<file path="src/logic/pmc_pkg.sv">
// constants, field layout and state types of the power mode control register block
package pmc_pkg;
  // ****************************************
  // register map
  // ****************************************
  localparam logic [11:0] PMC_ADDR_CTRL = 12'h000;
  localparam logic [11:0] PMC_ADDR_STAT = 12'h004;
  localparam int PMC_ADDR_W = 12;
  localparam logic [31:0] PMC_CTRL_RESET = 32'h0000c000;
  localparam logic [31:0] PMC_CTRL_WMASK = 32'h000fcdff;
  localparam logic [1:0] PMC_RESP_OKAY = 2'h0;
  localparam logic [1:0] PMC_RESP_SLVERR = 2'h2;
  // ****************************************
  // field codes
  // ****************************************
  localparam logic [1:0] PMC_LD_OFF = 2'h0;
  localparam logic [1:0] PMC_LD_ON = 2'h3;
  localparam logic [1:0] PMC_VSEL_RSVD = 2'h0;
  localparam logic [1:0] PMC_VSEL_LOW = 2'h1;
  localparam logic [1:0] PMC_VSEL_MID = 2'h2;
  localparam logic [1:0] PMC_VSEL_HIGH = 2'h3;
  // ****************************************
  // types
  // ****************************************
  typedef struct packed {
    logic [11:0] rsvd_hi;
    logic [1:0] low_driver_enable_field;
    logic high_drive_switch;
    logic high_drive_enable;
    logic [1:0] regulator_voltage_select;
    logic [1:0] rsvd_13;
    logic lowdrive_normal_regulator;
    logic lowdrive_lowpower_regulator;
    logic rsvd_9;
    logic backup_write_enable;
    logic [2:0] lowvolt_threshold;
    logic lowvolt_detect_enable;
    logic standby_flag_clear;
    logic wakeup_flag_clear;
    logic standby_select;
    logic regulator_low_power;
  } pmc_ctrl_t;
  typedef enum logic [2:0] {
    PMC_RUN = 3'h1,
    PMC_DEEP = 3'h2,
    PMC_STBY = 3'h4
  } pmc_mode_t;
  typedef struct packed {
    pmc_ctrl_t ctrl;
    pmc_mode_t mode;
    logic standby_flag;
    logic wakeup_flag;
    logic aw_v;
    logic [PMC_ADDR_W-1:0] aw_addr;
    logic w_v;
    logic [31:0] w_data;
    logic [3:0] w_strb;
    logic bvalid;
    logic [1:0] bresp;
    logic rvalid;
    logic [31:0] rdata;
    logic [1:0] rresp;
  } pmc_state_t;
endpackage : pmc_pkg

</file>
<file path="src/logic/pmc_top.sv">
// power mode control register with axi4-lite slave
`timescale 1ns/1ps
`default_nettype none
module pmc_top (
  input wire logic clk_i,
  input wire logic nrst_i,
  input wire logic en_i,
  input wire logic [11:0] s_axi_awaddr,
  input wire logic s_axi_awvalid,
  output logic s_axi_awready,
  input wire logic [31:0] s_axi_wdata,
  input wire logic [3:0] s_axi_wstrb,
  input wire logic s_axi_wvalid,
  output logic s_axi_wready,
  output logic [1:0] s_axi_bresp,
  output logic s_axi_bvalid,
  input wire logic s_axi_bready,
  input wire logic [11:0] s_axi_araddr,
  input wire logic s_axi_arvalid,
  output logic s_axi_arready,
  output logic [31:0] s_axi_rdata,
  output logic [1:0] s_axi_rresp,
  output logic s_axi_rvalid,
  input wire logic s_axi_rready,
  input wire logic deep_sleep_request_i,
  input wire logic deep_sleep_exit_i,
  input wire logic standby_wake_i,
  input wire logic wakeup_event_i,
  input wire logic high_drive_ready_flag_i,
  input wire logic osc_is_sysclk_i,
  input wire logic pll_on_i,
  input wire logic backup_write_req_i,
  output logic backup_write_o,
  output logic deep_sleep_o,
  output logic standby_o,
  output logic regulator_low_power_o,
  output logic low_drive_o,
  output logic high_drive_mode_o,
  output logic [1:0] regulator_voltage_o,
  output logic lowvolt_detect_enable_o,
  output logic [2:0] lowvolt_threshold_o,
  output logic standby_flag_o,
  output logic wakeup_flag_o
);
  // ****************************************
  // state
  // ****************************************
  pmc_pkg::pmc_state_t st_r;
  pmc_pkg::pmc_state_t st_nxt;
  pmc_pkg::pmc_ctrl_t wr_val;
  logic [31:0] bmask;
  logic [31:0] merged;
  logic do_write;
  logic ctrl_hit;
  logic stat_hit;
  logic rd_ctrl;
  logic rd_stat;
  logic clr_stb;
  logic clr_wu;

  // ****************************************
  // next state
  // ****************************************
  always_comb
  begin
    st_nxt = st_r;
    wr_val = st_r.ctrl;
    bmask = {{8{st_r.w_strb[3]}}, {8{st_r.w_strb[2]}}, {8{st_r.w_strb[1]}}, {8{st_r.w_strb[0]}}};
    merged = 32'h00000000;
    clr_stb = 1'b0;
    clr_wu = 1'b0;
    ctrl_hit = (st_r.aw_addr == pmc_pkg::PMC_ADDR_CTRL);
    stat_hit = (st_r.aw_addr == pmc_pkg::PMC_ADDR_STAT);
    rd_ctrl = (s_axi_araddr == pmc_pkg::PMC_ADDR_CTRL);
    rd_stat = (s_axi_araddr == pmc_pkg::PMC_ADDR_STAT);
    do_write = st_r.aw_v && st_r.w_v && !st_r.bvalid;
    // address and data capture, either order
    if (s_axi_awvalid && !st_r.aw_v)
    begin
      st_nxt.aw_v = 1'b1;
      st_nxt.aw_addr = s_axi_awaddr;
    end
    if (s_axi_wvalid && !st_r.w_v)
    begin
      st_nxt.w_v = 1'b1;
      st_nxt.w_data = s_axi_wdata;
      st_nxt.w_strb = s_axi_wstrb;
    end
    if (st_r.bvalid && s_axi_bready)
    begin
      st_nxt.bvalid = 1'b0;
    end
    if (do_write)
    begin
      st_nxt.aw_v = 1'b0;
      st_nxt.w_v = 1'b0;
      st_nxt.bvalid = 1'b1;
      st_nxt.bresp = (ctrl_hit || stat_hit) ? pmc_pkg::PMC_RESP_OKAY : pmc_pkg::PMC_RESP_SLVERR;
      if (ctrl_hit)
      begin
        // byte lanes allow byte, half-word or word access
        merged = (32'(st_r.ctrl) & ~(bmask & pmc_pkg::PMC_CTRL_WMASK))
               | (st_r.w_data & bmask & pmc_pkg::PMC_CTRL_WMASK);
        wr_val = pmc_pkg::pmc_ctrl_t'(merged);
        if (wr_val.high_drive_switch && !st_r.ctrl.high_drive_switch
            && !(high_drive_ready_flag_i && osc_is_sysclk_i))
        begin
          wr_val.high_drive_switch = 1'b0;
        end
        if (wr_val.high_drive_enable && !st_r.ctrl.high_drive_enable && !osc_is_sysclk_i)
        begin
          wr_val.high_drive_enable = 1'b0;
        end
        if (pll_on_i)
        begin
          wr_val.regulator_voltage_select = st_r.ctrl.regulator_voltage_select;
        end
        clr_stb = wr_val.standby_flag_clear;
        clr_wu = wr_val.wakeup_flag_clear;
        wr_val.standby_flag_clear = 1'b0;
        wr_val.wakeup_flag_clear = 1'b0;
        st_nxt.ctrl = wr_val;
      end
    end
    // read channel
    if (st_r.rvalid && s_axi_rready)
    begin
      st_nxt.rvalid = 1'b0;
    end
    if (s_axi_arvalid && !st_r.rvalid)
    begin
      st_nxt.rvalid = 1'b1;
      st_nxt.rresp = (rd_ctrl || rd_stat) ? pmc_pkg::PMC_RESP_OKAY : pmc_pkg::PMC_RESP_SLVERR;
      if (rd_ctrl)
      begin
        st_nxt.rdata = 32'(st_r.ctrl);
      end
      else if (rd_stat)
      begin
        st_nxt.rdata = {30'h00000000, st_r.standby_flag, st_r.wakeup_flag};
      end
      else
      begin
        st_nxt.rdata = 32'h00000000;
      end
    end
    // flags: set wins over clear
    if (clr_stb)
    begin
      st_nxt.standby_flag = 1'b0;
    end
    if (clr_wu)
    begin
      st_nxt.wakeup_flag = 1'b0;
    end
    if (wakeup_event_i)
    begin
      st_nxt.wakeup_flag = 1'b1;
    end
    // power mode sequencing
    unique case (st_r.mode)
      pmc_pkg::PMC_RUN:
      begin
        if (deep_sleep_request_i)
        begin
          st_nxt.mode = st_nxt.ctrl.standby_select ? pmc_pkg::PMC_STBY : pmc_pkg::PMC_DEEP;
        end
      end
      pmc_pkg::PMC_DEEP:
      begin
        if (deep_sleep_exit_i)
        begin
          st_nxt.mode = pmc_pkg::PMC_RUN;
          st_nxt.ctrl.high_drive_switch = 1'b0;
          st_nxt.ctrl.high_drive_enable = 1'b0;
        end
      end
      pmc_pkg::PMC_STBY:
      begin
        st_nxt.standby_flag = 1'b1;
      end
    endcase
    if (!st_nxt.ctrl.high_drive_enable)
    begin
      st_nxt.ctrl.high_drive_switch = 1'b0;
    end
    // wake from standby reloads control and returns to run mode; flags keep their value
    if (standby_wake_i)
    begin
      st_nxt.ctrl = pmc_pkg::pmc_ctrl_t'(pmc_pkg::PMC_CTRL_RESET);
      st_nxt.mode = pmc_pkg::PMC_RUN;
    end
  end

  // ****************************************
  // registers
  // ****************************************
  always_ff @(posedge clk_i or negedge nrst_i)
  begin
    if (!nrst_i)
    begin
      st_r <= '0;
      st_r.ctrl <= pmc_pkg::pmc_ctrl_t'(pmc_pkg::PMC_CTRL_RESET);
      st_r.mode <= pmc_pkg::PMC_RUN;
    end
    else if (en_i)
    begin
      st_r <= st_nxt;
    end
  end

  // ****************************************
  // outputs
  // ****************************************
  assign s_axi_awready = !st_r.aw_v;
  assign s_axi_wready = !st_r.w_v;
  assign s_axi_bvalid = st_r.bvalid;
  assign s_axi_bresp = st_r.bresp;
  assign s_axi_arready = !st_r.rvalid;
  assign s_axi_rvalid = st_r.rvalid;
  assign s_axi_rdata = st_r.rdata;
  assign s_axi_rresp = st_r.rresp;
  assign backup_write_o = backup_write_req_i && st_r.ctrl.backup_write_enable;
  assign deep_sleep_o = (st_r.mode == pmc_pkg::PMC_DEEP);
  assign standby_o = (st_r.mode == pmc_pkg::PMC_STBY);
  assign regulator_low_power_o = deep_sleep_o && st_r.ctrl.regulator_low_power;
  assign low_drive_o = deep_sleep_o && (st_r.ctrl.low_driver_enable_field == pmc_pkg::PMC_LD_ON)
    && (st_r.ctrl.regulator_low_power ? st_r.ctrl.lowdrive_lowpower_regulator
                                      : st_r.ctrl.lowdrive_normal_regulator);
  assign high_drive_mode_o = st_r.ctrl.high_drive_switch;
  assign regulator_voltage_o = (!pll_on_i || st_r.ctrl.regulator_voltage_select == pmc_pkg::PMC_VSEL_RSVD)
    ? pmc_pkg::PMC_VSEL_LOW : st_r.ctrl.regulator_voltage_select;
  assign lowvolt_detect_enable_o = st_r.ctrl.lowvolt_detect_enable && !standby_o;
  assign lowvolt_threshold_o = st_r.ctrl.lowvolt_threshold;
  assign standby_flag_o = st_r.standby_flag;
  assign wakeup_flag_o = st_r.wakeup_flag;
endmodule : pmc_top
`default_nettype wire

</file>
<file path="config.mk">
export PLATFORM = sky130hd
export DESIGN_NAME = pmc_top
export DESIGN_NICKNAME = d
export VERILOG_FILES = /design/src/logic/pmc_pkg.sv /design/src/logic/pmc_top.sv
export SDC_FILE = /design/constraint.sdc
export NUM_CORES = 1
export LEC_CHECK = 0
export BUFFER_PORTS_ARGS = -buffer_cell sky130_fd_sc_hd__buf_2
export CORE_ASPECT_RATIO = 1.25
export CORE_MARGIN = 4
export CORE_UTILIZATION = 50
export DETAILED_ROUTE_END_ITERATION = 8
export PLACE_DENSITY = 0.8
export REMOVE_ABC_BUFFERS = 1
export SETUP_SLACK_MARGIN = 0.1
export SLEW_MARGIN = 20
export SYNTH_ARGS = -nofsm -noshare
export SYNTH_HDL_FRONTEND = slang
export SYNTH_SLANG_ARGS = --single-unit
</file>
<file path="constraint.sdc">
create_clock -name clk_i -period 2.01 [get_ports clk_i]
set_input_delay 0.3015 -clock clk_i [delete_from_list [all_inputs] [get_ports clk_i]]
set_output_delay 0.3015 -clock clk_i [all_outputs]
set_load 0.02 [all_outputs]
</file>
== After elaboration in Yosys (flattened, before gate mapping) ==
Index checks and enable logic that the tools add are counted.
Word-level totals
  bits of input ports: 76
  register bits after elaboration: 125
  logic and storage cells: 132
  output and inout port bits: 55
Cells by class
  mux-type cells: 35
  reduce and logical (&&, ||, !) cells: 55
  bitwise gates (word level): 4
  equality and inequality tests: 9
Operators with widths (number)
  32-bit two-way mux: 3
  35-bit two-way mux: 2
  37-bit two-way mux: 1
  32-bit bitwise AND: 1
  20-bit NOT with 32-bit output: 1
  32-bit by 20-bit OR with 32-bit output: 1
  12-bit by 3-bit == test with 1-bit output (second input constant): 2
  12-bit logical NOT: 2
  20-bit bitwise AND: 1
  2-bit AND reduction: 10
  1-bit logical AND: 17
  1-bit two-way mux: 16
  2-bit nonzero test: 8
  2-bit two-way mux: 7
  13-bit two-way mux: 1
  3-bit two-way mux: 4
  1-bit logical NOT: 10
  4-bit AND reduction: 2
  3-bit inequality test (second input constant): 2
  3-bit one-hot mux with 2 select lines: 1
  3-bit by 1-bit == test with 1-bit output (second input constant): 1
  3-bit by 2-bit == test with 1-bit output (second input constant): 1
  3-bit == test (second input constant): 1
  1-bit logical OR: 3
  other kinds (5): 5

== Logic depth before layout (Yosys ltp) ==
  word-level depth: 12
  gate-level depth with buffers: 6
  depth with buffers taken out: 4

== Worst setup path before layout ==
OpenSTA, ideal clock, no wires.
  path kind: flip-flop to output port
  from: reg st_r[90] (netlist name)
  to: out low_drive_o
  path buffers: 0
  path slack: 0.065 ns
  data arrival time: 1.644 ns
  data required time: 1.709 ns
  cell stages (with the launch flop): 4
  path through: dfstp_2 nand2b_1 nor2_1 nor4b_1
On the way
  longest elaborated chain between the ends: 3
RTL lines
  start: declaration: RTL line pmc_top.sv:48  | pmc_pkg::pmc_state_t st_r;
  start signal: assignment: RTL line pmc_top.sv:208  | st_r <= st_nxt;
  3-bit by 2-bit == test with 1-bit output: RTL line pmc_top.sv:224  | assign deep_sleep_o = (st_r.mode == pmc_pkg::PMC_DEEP);
  named net deep_sleep_o: RTL line pmc_top.sv:34  | output logic deep_sleep_o,
  1-bit logical AND: RTL line pmc_top.sv:227  | assign low_drive_o = deep_sleep_o && (st_r.ctrl.low_driver_enable_field == pmc_pkg::PMC_LD_ON)
  1-bit logical AND: RTL line pmc_top.sv:228  | && (st_r.ctrl.regulator_low_power ? st_r.ctrl.lowdrive_lowpower_regulator
  end: declaration: RTL line pmc_top.sv:37  | output logic low_drive_o,
The timed path passes the listed nets, and every way through them passes these cells.

== Worst setup path after layout ==
  from: reg st_r[90] (netlist name)
  to: out low_drive_o
On the way
  longest elaborated chain between the ends: 3
RTL lines (RTL line)
  3-bit by 2-bit == test with 1-bit output: pmc_top.sv:224
  1-bit logical AND: pmc_top.sv:227
  1-bit logical AND: pmc_top.sv:228
No other way between the ends.

==> out/summary.txt <==
DIE AREA - 8734 µm²
IO Count - 131
R2R setup slack - 0.28 ns
Slowest stage delay, CP - 0.40 ns
Leak - 2.108 nW
Post-route cell area - 4233 µm²
Seq cells post-synth - 74
Routed wire length - 7661 µm
CP bufs+invs - 1
Die H - 103.5 µm
Clk root buf - clkbuf_8
Post-Synth XOR/XNOR Area - 0
Sequential power share - 0.535
Achievable frequency - 548.0 MHz
Critical-path cell list - nand2b_1 -> nor2_4 -> nor4b_4 -> buf_2
CP Depth - 4
Int Pwr - 2.901 mW
Async set-reset flop share out of synthesis - 1.000
Status - finished, final reports clean
Cells on worst reg2reg path - 4
Initial antenna violation count - 1
Vias - 2608
Crit path max-delay family - simple AND/OR/NAND/NOR gates
Synth Area in Simple Gates - 0.1379
Final Core Density - 0.6030
Cell with the most instances after synthesis - dfrtp_1
Logic gate share of total power - 0.239
First-pass GRT wire length - 12500 µm
Worst setup endpoint - low_drive_o
DR WL/cell - 15.70 µm
GRT Util Overall - 0.1839
GRT Residual Overflow - 0
Hpwl dp - 5804 µm
Post-DP Area - 4041 µm²
Layout cells sized above 1 - 0.4698
Synth Area in Compound Gates - 0.1115
Setup crit start - st_r[90]
Nets - 470
YS warnings - 0
Psw - 1.286 mW
Vias per inst - 5.344
Worst setup slack after layout - 0.1853 ns
Average cell area after synthesis - 11.65 µm²
Die width - 84.39 µm
Vias in the first global route - 2589
Mapped cell area - 3647 µm²
Most common flop cell mapped by yosys - dfrtp_1
Maximum fanout along the worst path - 7
Dpl ws - 0.2152 ns
Max-Cap Viols - 0
WHS Path Cells - 2
Longest Clk Path Bufs - 2
Drc violations - 0
Crit-path slowest cell - dfstp_2
Sw frac - 0.3071
Port Buf Inserts - 112
Router iterations before antenna repair - 5
P&R area growth vs syn - 16.05%
CTS Buf Count - 9
Critical path type - reg -> out
Max-slew violation count - 0
Initial DRC count - 118
Worst EP required - 1.71 ns
Arrival time worst endpoint - 1.52 ns
Initial Util - 0.5196
Top post-synthesis cells by area - dfrtp_1 49%, mux2_2 11%, buf_4 8.4%
Pwr/cell area - 989.0 nW/µm²
Count of final setup violators - 0
Min cycle time layout - 1.825 ns
Setup Skew - 0.008242 ns
Clk pin slew, worst setup/hold paths - 0.07 ns
Most frequent cells after synthesis - 71 x dfrtp_1, 41 x buf_4, 35 x mux2_2
Max VDD drop - 0.8133 mV
Library cells used by synthesis - 47
Top cell type by total area after synthesis - dfrtp_1
R2R Path End - st_r[108]
H-tree levels - 3
Diodes inserted - 0
Routability congestion estimate - 0.8075
Clock sink count - 74
EDFF count, synth - 0
RSZ-0062 raised after global routing - true
Post-synthesis mux area share - 0.1273
Final Hold Vio Count - 0
CP Launch Type - flip-flop
Reg2reg start - st_r[84]
Cell count after synthesis - 313
Worst-skew pair later-pin latency - 0.34 ns
Clock power share - 0.226
Sequential share of the synthesized area - 0.5087
Floorplan row count - 34
Largest net degree at the start of global routing - 59
CP Capture Type - primary output
Adder-cell share of the synthesized area - 0
TritonCTS clock tree - done
Antenna-violating nets left - 0
CORE AREA - 7019 µm²
Tcrit/Tclk final - 0.9078
Setup TNS - 0 ns
Post-synth top area share - 0.4871
Largest family of logic cells by synthesized area - simple AND/OR/NAND/NOR gates
Hold Crit Class - in -> reg
## power groups by stage
stage               sequential [mW]  clock [mW]  combinational [mW]
global route                   2.29        1.03                1.12
CTS                            2.23       0.967                1.01
detailed placement             2.26           0                1.00
floorplan                      2.20           0               0.685
global placement               2.24           0               0.961
finish                         2.24       0.945                1.00
## worst register-to-register path, delay by kind of cell (launching register included)
family	cells	cell delay [ns]
and+or+nand+nor	3	1.00
DFF	1	0.42
AOI/OAI and AO/OA	1	0.25
## cell type report
type	count	area, µm²
multi-input combinational	174	1411
clock inverter	4	20.02
inverter	13	48.80
fill	598	2786
timing repair buffer	122	653.1
tap	90	112.6
sequential	74	1856
clock buffer	11	131.4
## stage by stage
stage                     hold slack [ns]  std cells  total power [mW]
final                              0.1902        488             4.186
after floorplan                  0.005909        261             2.887
after CTS                          0.1775        488             4.212
after global placement             0.1827        472             3.201
after detailed placement           0.1789        472             3.264
after global routing               0.1761        488             4.434
## kinds of logic (layout without fill, tap and decap cells)
logic type / Yosys count / count (layout)
AOI/OAI and AO/OA: 54 / 54
buffers and inverters: 66 / 150
and+or+nand+nor: 76 / 76
muxes: 42 / 42
DFF: 74 / 74
other: 1 / 2
## worst min path at each step
stage          endpoint  slack, ns        startpoint
4_1_cts        st_r[79]       0.18   s_axi_awaddr[4]
5_1_grt        st_r[85]       0.18  s_axi_awaddr[10]
6_report       st_r[60]       0.19   s_axi_wdata[18]
3_5_place_dp   st_r[87]       0.18            nrst_i
3_3_place_gp   st_r[78]       0.18            nrst_i
2_1_floorplan  bmask[0]      0.006            nrst_i
## sequential cells by signal (all words and copies together) (netlist names)
name,flops
st_r,45
bmask,3
s_axi_bvalid,1
wakeup_flag_o,1
lowvolt_threshold_o,3
high_drive_mode_o,1
s_axi_rresp,1
s_axi_bresp,1
s_axi_rvalid,1
standby_flag_o,1
s_axi_rdata,16
## cell usage in the layout (no fill, tap or decap), types with 4 or more instances in the layout
cell type,Yosys,layout
a21oi_1,4,4
a22o_1,17,17
a31oi_1,5,5
and2_1,4,4
buf_2,4,111
buf_4,41,9
clkbuf_8,0,9
clkinv_2,0,4
dfrtp_1,71,71
inv_1,13,13
mux2_2,35,35
mux2i_1,7,7
nand2_1,15,15
nand2b_1,5,5
nand3_1,11,11
nor2_1,9,8
nor2b_1,7,7
nor4b_1,5,4
o21ai_0,11,11
## routing by layer
| metal | vias up | routed length, µm | global-route usage |
|---|---|---|---|
| met5 | - | 12 | 0 |
| met4 | 2 | 114 | 0.07795 |
| met3 | 10 | 638 | 0.05309 |
| met2 | 108 | 3839 | 0.3262 |
| met1 | 1244 | 3057 | 0.2097 |
| li1 | 1244 | - | - |
## timing repair
item	4_1_cts	5_1_grt
setup buffers	0	0
cloned	0	0
endpoints found under the hold margin	15	0
hold buffers	1	0
setup endpoints to repair	1	3
gates resized for setup	2	5
Note: power is estimated with default switching activity, not from simulation.
